## src/design/pcrc_pkg.sv

```systemverilog
// Package for the port crossbar routing control block.
// Assumes a single 100 MHz system clock and the core's byte-wide SFR port.
package pcrc_pkg;

  // Special-function addresses and the page that holds the crossbar registers.
  localparam logic [7:0] PCRC_ADDR_FIRST = 8'hE1;
  localparam logic [7:0] PCRC_ADDR_SECOND = 8'hE2;
  localparam logic [7:0] PCRC_ADDR_THIRD = 8'hC7;
  localparam logic [7:0] PCRC_PAGE_XBAR = 8'h0F;

  // Values after reset.
  localparam logic [7:0] PCRC_RST_FIRST = 8'h00;
  localparam logic [7:0] PCRC_RST_SECOND = 8'h00;
  localparam logic [7:0] PCRC_RST_THIRD = 8'h00;

  // Field positions in the second crossbar control register.
  localparam int PCRC_BIT_TIMER1 = 7;
  localparam int PCRC_BIT_TIMER0 = 6;
  localparam int PCRC_BIT_COUNTER_IN = 5;
  localparam int PCRC_FLD_IO_HI = 4;
  localparam int PCRC_FLD_IO_LO = 2;
  localparam int PCRC_BIT_CLOCK_OUT = 1;

  // Bits that hold state; bit 0 of the second register is not stored.
  localparam logic [7:0] PCRC_MASK_SECOND = 8'hFE;

  // Counter-array module lines and the reserved routing code.
  localparam int PCRC_IO_LINES = 6;
  localparam logic [2:0] PCRC_IO_RESERVED = 3'h7;

  typedef struct packed {
    logic [7:0] first;
    logic [7:0] second;
    logic [7:0] third;
    logic [7:0] rdata;
    logic timer1_input_pin_enable;
    logic timer0_input_pin_enable;
    logic counter_input_pin_enable;
    logic [PCRC_IO_LINES-1:0] io_line_enable;
    logic clock_output_pin_enable;
  } pcrc_state_s;

endpackage

```

## src/design/pcrc_io_decode.sv

```systemverilog
// Cumulative decoder for the counter-array module I/O routing field.
// Purely combinational; the caller registers the result.
`timescale 1ns/1ps
module pcrc_io_decode
  import pcrc_pkg::*;
(
  // Routing code
  input wire logic [2:0] counter_array_io_count,
  // One enable per module line, line 0 first
  output logic [PCRC_IO_LINES-1:0] line_enable
);

  // Line n is routed once the code exceeds n; the reserved code routes nothing.
  genvar gi;
  generate
    for (gi = 0; gi < PCRC_IO_LINES; gi++) begin : g_line
      assign line_enable[gi] = (counter_array_io_count != PCRC_IO_RESERVED) &&
                               (counter_array_io_count > 3'(gi));
    end
  endgenerate

endmodule

```

## src/design/pcrc_top.sv

```systemverilog
// Port crossbar routing control: holds the three crossbar control registers
// and turns the second one into per-signal pin routing enables.
// Assumes the core's SFR port is synchronous to clock, with one-cycle strobes.
//
// Summary of operation
// - Timer 1 input reaches pin only when bit 7 set.
// - Timer 0 input reaches pin only when bit 6 set.
// - Bit 5 routes counter external input.
// - Bits 4:2 add module lines cumulatively; 111 reserved.
// - Bit 1 routes inverted system clock out.
// - Second register at 0xE2 on page 0x0F.
// - First and third registers at 0xE1, 0xC7.
`timescale 1ns/1ps
module pcrc_top
  import pcrc_pkg::*;
(
  // Clock and reset
  input wire logic clock,
  input wire logic rst_n,
  // Special-function register port
  input wire logic [7:0] sfr_addr,
  input wire logic [7:0] sfr_page,
  input wire logic sfr_wr,
  input wire logic sfr_rd,
  input wire logic [7:0] sfr_wdata,
  output logic [7:0] sfr_rdata,
  // Raw register contents for the rest of the crossbar
  output logic [7:0] crossbar_control_first,
  output logic [7:0] crossbar_control_third,
  // Routing enables toward the pin assignment logic
  output logic timer1_input_pin_enable,
  output logic timer0_input_pin_enable,
  output logic counter_input_pin_enable,
  output logic [PCRC_IO_LINES-1:0] counter_array_line_enable,
  output logic clock_output_pin_enable
);

  // Value of every field at reset. Nothing is routed to a pin until software
  // writes the second register, so no pin carries a stray signal after reset.
  localparam pcrc_state_s PCRC_STATE_RESET = '{
    first: PCRC_RST_FIRST,
    second: PCRC_RST_SECOND,
    third: PCRC_RST_THIRD,
    rdata: 8'h00,
    timer1_input_pin_enable: 1'b0,
    timer0_input_pin_enable: 1'b0,
    counter_input_pin_enable: 1'b0,
    io_line_enable: '0,
    clock_output_pin_enable: 1'b0
  };

  // Registered state and the value it takes at the next edge.
  pcrc_state_s state_ff;
  pcrc_state_s nxt_state;

  // Access decode.
  logic on_page;
  logic hit_first;
  logic hit_second;
  logic hit_third;
  logic hit_any;
  logic wr_first;
  logic wr_second;
  logic wr_third;
  logic rd_first;
  logic rd_second;
  logic rd_third;
  logic rd_unmapped;

  // Second register: masked write value and the value about to be stored.
  logic [7:0] second_written;
  logic [7:0] nxt_second;

  // Routing fields of the value about to be stored.
  logic route_timer1;
  logic route_timer0;
  logic route_counter_in;
  logic [2:0] route_io_code;
  logic route_clock_out;
  logic [PCRC_IO_LINES-1:0] io_decoded;

  // The crossbar registers all sit on the crossbar page; any other page or
  // address leaves them untouched and reads as zero.
  assign on_page = (sfr_page == PCRC_PAGE_XBAR);
  assign hit_first = on_page && (sfr_addr == PCRC_ADDR_FIRST);
  assign hit_second = on_page && (sfr_addr == PCRC_ADDR_SECOND);
  assign hit_third = on_page && (sfr_addr == PCRC_ADDR_THIRD);
  assign hit_any = hit_first || hit_second || hit_third;

  // Strobes qualified by the address decode.
  assign wr_first = sfr_wr && hit_first;
  assign wr_second = sfr_wr && hit_second;
  assign wr_third = sfr_wr && hit_third;
  assign rd_first = sfr_rd && hit_first;
  assign rd_second = sfr_rd && hit_second;
  assign rd_third = sfr_rd && hit_third;
  assign rd_unmapped = sfr_rd && !hit_any;

  // Bit 0 is never stored, so a stray one written there cannot steer routing.
  assign second_written = sfr_wdata & PCRC_MASK_SECOND;

  // The enables are decoded from the value about to be stored, so each enable
  // changes on the same edge as the register. Taking that value from its own
  // net keeps the decoder out of a loop through nxt_state.
  assign nxt_second = wr_second ? second_written : state_ff.second;

  // Bit 7 routes the timer 1 input and bit 6 the timer 0 input.
  // Bit 5 routes the counter-array external counter input.
  // Bits 4:2 count the counter-array module lines routed, line 0 first.
  // Bit 1 routes the inverted system clock; bit 0 is not stored.
  assign route_timer1 = nxt_second[PCRC_BIT_TIMER1];
  assign route_timer0 = nxt_second[PCRC_BIT_TIMER0];
  assign route_counter_in = nxt_second[PCRC_BIT_COUNTER_IN];
  assign route_io_code = nxt_second[PCRC_FLD_IO_HI:PCRC_FLD_IO_LO];
  assign route_clock_out = nxt_second[PCRC_BIT_CLOCK_OUT];

  // Each code up to six adds one module line; the reserved code routes none.
  pcrc_io_decode u_io_decode (
    .counter_array_io_count(route_io_code),
    .line_enable(io_decoded)
  );

  always_comb begin
    nxt_state = state_ff;

    // Register writes; a read in the same cycle still sees the old value.
    if (wr_first) begin
      nxt_state.first = sfr_wdata;
    end
    nxt_state.second = nxt_second;
    if (wr_third) begin
      nxt_state.third = sfr_wdata;
    end

    // Read data is held until the next read, so the core may take it late.
    if (rd_first) begin
      nxt_state.rdata = state_ff.first;
    end
    if (rd_second) begin
      nxt_state.rdata = state_ff.second;
    end
    if (rd_third) begin
      nxt_state.rdata = state_ff.third;
    end
    if (rd_unmapped) begin
      nxt_state.rdata = 8'h00;
    end

    // Routing enables.
    nxt_state.timer1_input_pin_enable = route_timer1;
    nxt_state.timer0_input_pin_enable = route_timer0;
    nxt_state.counter_input_pin_enable = route_counter_in;
    nxt_state.io_line_enable = io_decoded;
    nxt_state.clock_output_pin_enable = route_clock_out;
  end

  // Synchronous reset; every output below comes straight from this register.
  always_ff @(posedge clock) begin
    if (!rst_n) begin
      state_ff <= PCRC_STATE_RESET;
    end else begin
      state_ff <= nxt_state;
    end
  end

  // Register bus.
  assign sfr_rdata = state_ff.rdata;

  // The first and third registers are only stored here; their fields steer
  // pin assignment further along the crossbar.
  assign crossbar_control_first = state_ff.first;
  assign crossbar_control_third = state_ff.third;

  // Routing enables.
  assign timer1_input_pin_enable = state_ff.timer1_input_pin_enable;
  assign timer0_input_pin_enable = state_ff.timer0_input_pin_enable;
  assign counter_input_pin_enable = state_ff.counter_input_pin_enable;
  assign counter_array_line_enable = state_ff.io_line_enable;
  assign clock_output_pin_enable = state_ff.clock_output_pin_enable;

endmodule

```

## config.mk

```make
export PLATFORM = sky130hd
export DESIGN_NAME = pcrc_top
export DESIGN_NICKNAME = d
export VERILOG_FILES = /design/src/design/pcrc_pkg.sv /design/src/design/pcrc_io_decode.sv /design/src/design/pcrc_top.sv
export SDC_FILE = /design/constraint.sdc
export NUM_CORES = 1
export LEC_CHECK = 0
export ABC_CLOCK_PERIOD_IN_PS = 5300
export BUFFER_PORTS_ARGS = -buffer_cell sky130_fd_sc_hd__buf_2
export CAP_MARGIN = 30
export CORE_MARGIN = 2
export CORE_UTILIZATION = 54
export CTS_BUF_LIST = sky130_fd_sc_hd__clkbuf_4 sky130_fd_sc_hd__clkbuf_8 sky130_fd_sc_hd__clkbuf_16
export CTS_CLUSTER_DIAMETER = 50
export DETAILED_ROUTE_END_ITERATION = 12
export GPL_ROUTABILITY_DRIVEN = 0
export PLACE_DENSITY = 0.89
export SYNTH_ARGS = -nofsm -noshare
export SYNTH_HDL_FRONTEND = slang
export SYNTH_HIERARCHICAL = 1
export SYNTH_SLANG_ARGS = --single-unit
```

## constraint.sdc

```tcl
create_clock -name clock -period 5.3 [get_ports clock]
set_input_delay 0.53 -clock clock [delete_from_list [all_inputs] [get_ports clock]]
set_output_delay 0.53 -clock clock [all_outputs]
set_load 0.02 [all_outputs]
```

==> results.md, run 1 <==
- Cell taking the most area after synthesis: dfxtp_1
- Largest net degree at the start of global routing: 32
- Max layer used: met4
- Global Route Usage Sum: 0.190
- Syn-to-layout area delta: 8.06%
- Max Clk Rate: 0.367 GHz
- Met2 routed WL: 1.71 mm
- Die Footprint: 4090 sq um
- Vias: 1431
- Power per Cell Area: 223 nW/um^2
- Maximum vdd drop: 121 uV
- Setup bufs post-CTS: 0
- Final period util: 0.514
- Rows: 21
- Skew final: 0.00921 ns
- # setup viols final: 0
- DIE WIDTH: 63.9 um
- Ys async rst share: 0
- Detailed-route DRC error count: 0
- Slowest cell on the critical path: or4_4
- P_leak: 0.000983 uW
- Slew HR: 0.646
- Area share of the leading cell type in the synthesized netlist: 0.382
- Startpoint types: primary input
- Sequential share of the synthesized area: 0.382
- Min Tclk post-route: 2.73 ns
- Dpl ws: 2.18 ns
- RSZ-0062 raised after global routing: false
- Most numerous cell in the Yosys netlist: dfxtp_1
- Setup TNS: 0 ns
- CORE AREA: 3390 sq um
- Clock Power Share: 0.348
- Slew Viols, Final: 0
- Most common cell type on the critical path: and2_1
- Post-DP HPWL: 2.77 mm
- Power share of the combinational group: 0.056
- Flop pwr share: 0.596
- N_diodes: 0
- Max Cap Viol: 0
- FF-to-FF End: counter_array_line_enable[4]
- Reg2Reg Depth: 4
- Worst r2r src: state_ff[29]
- R2R setup slack: 4.12 ns
- H-tree depth: 2
- Share of cells above drive strength 1: 0.348
- Crit Path Category: in -> reg
- Largest fanout on the critical path: 14
- Post_cts resized: 0
- Pre-antenna DRT Iters: 4
- ANT nets after route: 0
- Met3 WL: 210 um
- CP Data Required Time: 5.57 ns
- Most used DFF post-synth: dfxtp_1
- #FFs+latches synth: 37
- Clk slew on worst S/H paths: 0.11 ns
- Initial drt markers: 63
- Wire length on met1: 1.67 mm
- Buf/Inv on CP: 1
- WL final: 3.66 mm
- I/O pins: 62
- Slew @ Worst Pin: 0.531 ns
- Total power: 467 uW
- CP Data Arrival Time: 3.00 ns
- Synth Instances: 204
- Final nets: 260
- Wire length of the first global-routing pass: 6.00 mm
- Vias in the first global route: 1313
- Hold Buf Count CTS: 0
- Post-synth EDFFs: 0
- Clk_lat worst skew: 0.36 ns
- Area contributors post-synth: dfxtp_1 38%, buf_4 12%, mux2i_1 10%
- TritonCTS buffer count: 5
- Min-Delay Path Depth: 3
- Initial Util: 0.573
- Final Util: 0.619
- Clock sinks: 37
- Max Root-Sink Buffers: 2
- Pint: 355 uW
- Synth Cell Area: 1940 sq um
- Worst Min Path Start: sfr_wdata[0]
- Status: finished, final reports clean
- Port Buffers: 61
- Syn Nets: 232
- Antenna violations before repair: 0
- CTS tree: done
- Net Sw Power: 111 uW
- CP top delay family: simple AND/OR/NAND/NOR gates
- Yosys Warn Count: 6
- Worst path max stage delay: 0.55 ns
- Die Ht: 63.9 um
- CP cell instances: buf_2, or4_4, nor3_4, and4_1, mux2_4, xor2_1, and2_1, and2_1
- DR vias/cell: 5.13
- Final Hold Viols: 0
- Switch share: 0.239
- Netlist cell types: 39
- CTS root buffer: clkbuf_4
- Worst setup EP type: register
- HP Class: in -> reg
- DR WL/cell: 13.1 um
- Grt total ovfl: 0
- Min-Delay Endpoint: crossbar_control_third[0]
- Post-synth top cells: 37 x dfxtp_1, 32 x buf_4, 22 x nor2b_1
- Synth Area per Inst: 9.51 sq um
- Worst Setup Slack, final: 2.57 ns
[placed cells by master (no fill, tap or decap), drive strengths merged]
cell type and count:
dfxtp 37, clkinv 2, nand3b 1, a221oi 1
mux2i 20, or4 1, a22o 1, and3 4
nand4b 1, nor3 2, nand4 2, and3b 1
nor2 10, a32oi 2, and2 12, xnor2 1
nand2b 1, and4 1, o21ai 3, o31ai 7
nor3b 3, or4bb 1, xor2 1, nor4 1
nand2 12, a21boi 6, buf 61, clkbuf 6
a31o 1, inv 1, nor2b 22, mux2 3
a211oi 5
[layout make-up]
type / count / area (sq um)
multi-input cells: 126 / 925
fillers: 296 / 1290
clock buffers: 6 / 51.3
repair buffers: 61 / 305
flip-flops and latches: 37 / 741
well taps: 46 / 57.6
clock inverters: 2 / 13.8
inverters: 1 / 3.75
[layer usage]
layer / up-vias / GRT usage
li1: 730 / -
met1: 651 / 0.235
met2: 42 / 0.306
met3: 8 / 0.0581
met4: 0 / 0.0788
met5: - / 0
[tightest hold or removal path: stages]
cell and delay (ns):
buf_2 0.09, mux2i_1 0.06, nor2b_1 0.10
[logic make-up (layout without fill, tap and decap cells)]
logic type / Yosys count / count (layout) / synth area share
compound gates: 26 / 26 / 0.0999
xor+xnor: 2 / 2 / 0.00903
simple gates: 75 / 75 / 0.241
buf+inv: 41 / 70 / 0.142
mux: 23 / 23 / 0.126
flops: 37 / 37 / 0.382
[worst max path at each step]
stage	cells past startpoint	endpoint	from	slack, ns
final	8	counter_array_line_enable[4]	sfr_page[7]	2.57
after global routing	8	counter_array_line_enable[4]	sfr_page[7]	2.48
after CTS	8	counter_array_line_enable[4]	sfr_page[7]	2.57
after detailed placement	8	counter_array_line_enable[4]	sfr_page[7]	2.18
after global placement	8	counter_array_line_enable[4]	sfr_page[7]	2.22
after floorplan	8	counter_array_line_enable[4]	sfr_page[7]	2.77
[registers in the layout, indices dropped and copies added, names as in the netlist]
name                       count
state_ff                       7
sfr_rdata                      8
crossbar_control_first         8
crossbar_control_third         8
counter_array_line_enable      6
[power groups by stage]
stage / clock network (uW) / logic [uW] / registers (uW)
after CTS: 163 / 26.1 / 278
after global placement: 0 / 25.7 / 284
final: 163 / 26.2 / 278
after floorplan: 0 / 11.4 / 284
after detailed placement: 0 / 26.0 / 284
after global routing: 177 / 28.6 / 278
[metrics by stage]
step	hold WS [ns]	cell area, sq um	std cells
detailed placement	0.438	2030	271
floorplan	0.426	1940	204
global route	0.456	2100	279
CTS	0.447	2100	279
global placement	0.431	2030	271
finish	0.443	2100	279
Note: power is estimated with default switching activity, not from simulation.
==> run 2, diff against run 1 <==
--- a/config.mk
+++ b/config.mk
@@ -5,16 +5,17 @@
 export SDC_FILE = /design/constraint.sdc
 export NUM_CORES = 1
 export LEC_CHECK = 0
-export ABC_CLOCK_PERIOD_IN_PS = 5300
+export ABC_AREA = 1
+export ABC_CLOCK_PERIOD_IN_PS = 2700
 export BUFFER_PORTS_ARGS = -buffer_cell sky130_fd_sc_hd__buf_2
 export CAP_MARGIN = 30
 export CORE_MARGIN = 2
-export CORE_UTILIZATION = 54
+export CORE_UTILIZATION = 51
 export CTS_BUF_LIST = sky130_fd_sc_hd__clkbuf_4 sky130_fd_sc_hd__clkbuf_8 sky130_fd_sc_hd__clkbuf_16
 export CTS_CLUSTER_DIAMETER = 50
 export DETAILED_ROUTE_END_ITERATION = 12
 export GPL_ROUTABILITY_DRIVEN = 0
-export PLACE_DENSITY = 0.89
+export PLACE_DENSITY = 0.84
 export SYNTH_ARGS = -nofsm -noshare
 export SYNTH_HDL_FRONTEND = slang
 export SYNTH_HIERARCHICAL = 1
==> constraint.sdc (replaced) <==
create_clock -name clock -period 2.7 [get_ports clock]
set_input_delay 0.27 -clock clock [delete_from_list [all_inputs] [get_ports clock]]
set_output_delay 0.27 -clock clock [all_outputs]
set_load 0.02 [all_outputs]
==> results.md, run 2 <==
- WL final: 4.27 mm
- Area contributors post-synth: dfxtp_1 36%, buf_4 11%, nand2_1 6.3%
- Commonest non-fill, non-tap cells in the layout: 61 x buf_2, 37 x dfxtp_1, 35 x nand2_1
- Final Hold Viols: 0
- DR WL/cell: 12.2 um
- Port Buffers: 61
- Die Footprint: 4610 sq um
- Worst setup path endpoint: counter_array_line_enable[0]
- N_diodes: 0
- Buf/Inv on CP: 3
- Initial Util: 0.525
- Post_cts resized: 0
- Critical path depth: 13
- Area share of fa/ha/maj cells after synthesis: 0
- Slew @ Worst Pin: 0.565 ns
- # setup viols final: 0
- CP cell instances: buf_2, nor2_2, nand3_2, nor2_8, nand2_4, nor2_8, nand2_1, o21ai_1, inv_1, o21ai_0, nand2_1, nand2_1, inv_1
- Slowest cell on the critical path: nor2_8
- Xor/xnor share of the synthesized area: 0
- Rows: 23
- Complex-gate fraction of the synthesized area: 0.132
- HP Class: in -> reg
- Wire length of the first global-routing pass: 7.24 mm
- Syn-to-layout area delta: 8.41%
- Clk slew on worst S/H paths: 0.08 ns
- Pre-antenna DRT Iters: 4
- Min Tclk post-route: 1.62 ns
- Final period util: 0.601
- Vias: 1771
- DR vias/cell: 5.06
- Clk_lat worst skew: 0.29 ns
- Hold Buf Count CTS: 0
- ANT nets after route: 0
- Slew HR: 0.624
- CP Data Required Time: 2.90 ns
- Max Cap Viol: 0
- Max Root-Sink Buffers: 2
- H-tree depth: 2
- Maximum vdd drop: 304 uV
- CTS root buffer: clkbuf_8
- Netlist cell types: 28
- Vias in the first global route: 1624
- Commonest non-fill, non-tap cell in the layout: buf_2
- Syn Nets: 298
- DIE WIDTH: 67.9 um
- Synth Area per Inst: 7.72 sq um
- #FFs+latches synth: 37
- Most common cell type on the critical path: nand2_1
- Largest family of logic cells by synthesized area: simple AND/OR/NAND/NOR gates
- I/O pins: 62
- Mux share of post-synthesis cell area: 0
- Synth Instances: 270
- R2R setup slack: 1.60 ns
- Grt met3 use: 0.0559
- Most used DFF post-synth: dfxtp_1
- Post-synth top cells: 37 x dfxtp_1, 35 x nand2_1, 30 x buf_4, 30 x inv_1
- Cell taking the most area after synthesis: dfxtp_1
- Skew final: 0.00557 ns
- Area share of the leading cell type in the synthesized netlist: 0.356
- Most numerous cell in the Yosys netlist: dfxtp_1
- RSZ-0062 raised after global routing: false
- CP Data Arrival Time: 1.82 ns
- Reg2Reg Depth: 7
- Worst setup EP type: register
- Worst path max stage delay: 0.21 ns
- Sequential share of the synthesized area: 0.356
- Worst r2r src: state_ff[28]
- Antenna violations before repair: 0
- Die Ht: 67.9 um
- Initial drt markers: 98
- Grt total ovfl: 0
- Critical Path Start: sfr_addr[3]
- Yosys Warn Count: 6
- P_leak: 0.00125 uW
- Largest net degree at the start of global routing: 36
- CP top delay family: simple AND/OR/NAND/NOR gates
- CTS tree: done
- Final hold slack: 0.231 ns
- Post-synth EDFFs: 0
- Max Clk Rate: 0.617 GHz
- Setup TNS: 0 ns
- GR Util met2: 0.342
- Busiest grt layer: met2
- Crit Path Category: in -> reg
- Met1 global-route usage: 0.269
- Largest fanout on the critical path: 14
- Status: finished, final reports clean
- Post-DP HPWL: 3.12 mm
- Startpoint types: primary input
- Share of cells above drive strength 1: 0.357
- Final nets: 327
- TritonCTS buffer count: 5
- Power per Cell Area: 463 nW/um^2
- Simple logic cell fraction of the synthesized area: 0.313
- Global Route Usage Sum: 0.208
- CORE AREA: 3970 sq um
- Setup bufs post-CTS: 0
- Slew Viols, Final: 0
- Detailed-route DRC error count: 0
- Synth Cell Area: 2080 sq um
- Clock sinks: 37
- FF-to-FF End: counter_array_line_enable[4]
- Ys async rst share: 0
==> run 2: power by group <==
part           internal [uW]  total (uW)  leakage, uW  switching (uW)
sequential               551         553     0.000299            2.24
combinational           32.7        84.8     0.000902            52.1
clock                    207         408    0.0000512             202
==> run 2: final cells by class <==
cell class | count | area, sq um
Clock buffer | 6 | 82.6
Clock inverter | 2 | 13.8
Fill cell | 376 | 1710
Inverter | 32 | 120
Multi-Input combinational cell | 161 | 926
Sequential cell | 37 | 741
Tap cell | 50 | 62.6
Timing Repair Buffer | 62 | 313
==> run 2: cells by family after synthesis <==
| group | Yosys count |
|---|---|
| and+or+nand+nor | 110 |
| buffers and inverters | 72 |
| AOI/OAI and AO/OA | 51 |
| DFF | 37 |
==> run 2: worst reg2reg max path, cell delays in order (launching register included) <==
cell and delay (ns):
dfxtp_1 0.32, o21ai_0 0.21, inv_1 0.12, nand2_2 0.10, nand2_2 0.08, nor2_1 0.10
nand2_1 0.06, inv_1 0.07
==> run 2: per-stage QoR <==
stage	cells	cell area, sq um	setup slack, ns	util	power [uW]
after global placement	342	2160	0.857	0.544	649
final	350	2260	1.08	0.569	1050
after global routing	350	2260	0.859	0.569	1090
after floorplan	270	2080	1.08	-	627
after detailed placement	342	2160	0.793	0.544	651
after CTS	350	2260	1.10	0.569	1060
==> run 2: worst min path at each step <==
stage                 startpoint                         to  slack [ns]  cells after the start
CTS                 sfr_wdata[0]  crossbar_control_third[0]        0.23                      3
floorplan           sfr_wdata[0]  crossbar_control_third[0]        0.42                      2
global placement    state_ff[30]               state_ff[30]        0.52                      2
global route        sfr_wdata[1]               state_ff[27]        0.25                      3
detailed placement  state_ff[30]               state_ff[30]        0.52                      2
finish              sfr_wdata[0]  crossbar_control_third[0]        0.23                      3
==> run 2: metal layers <==
layer | wire length [um] | share of wire
met1 | 1960 | 0.46
met5 | 0 | 0
met2 | 1990 | 0.47
met4 | 68 | 0.016
met3 | 252 | 0.059
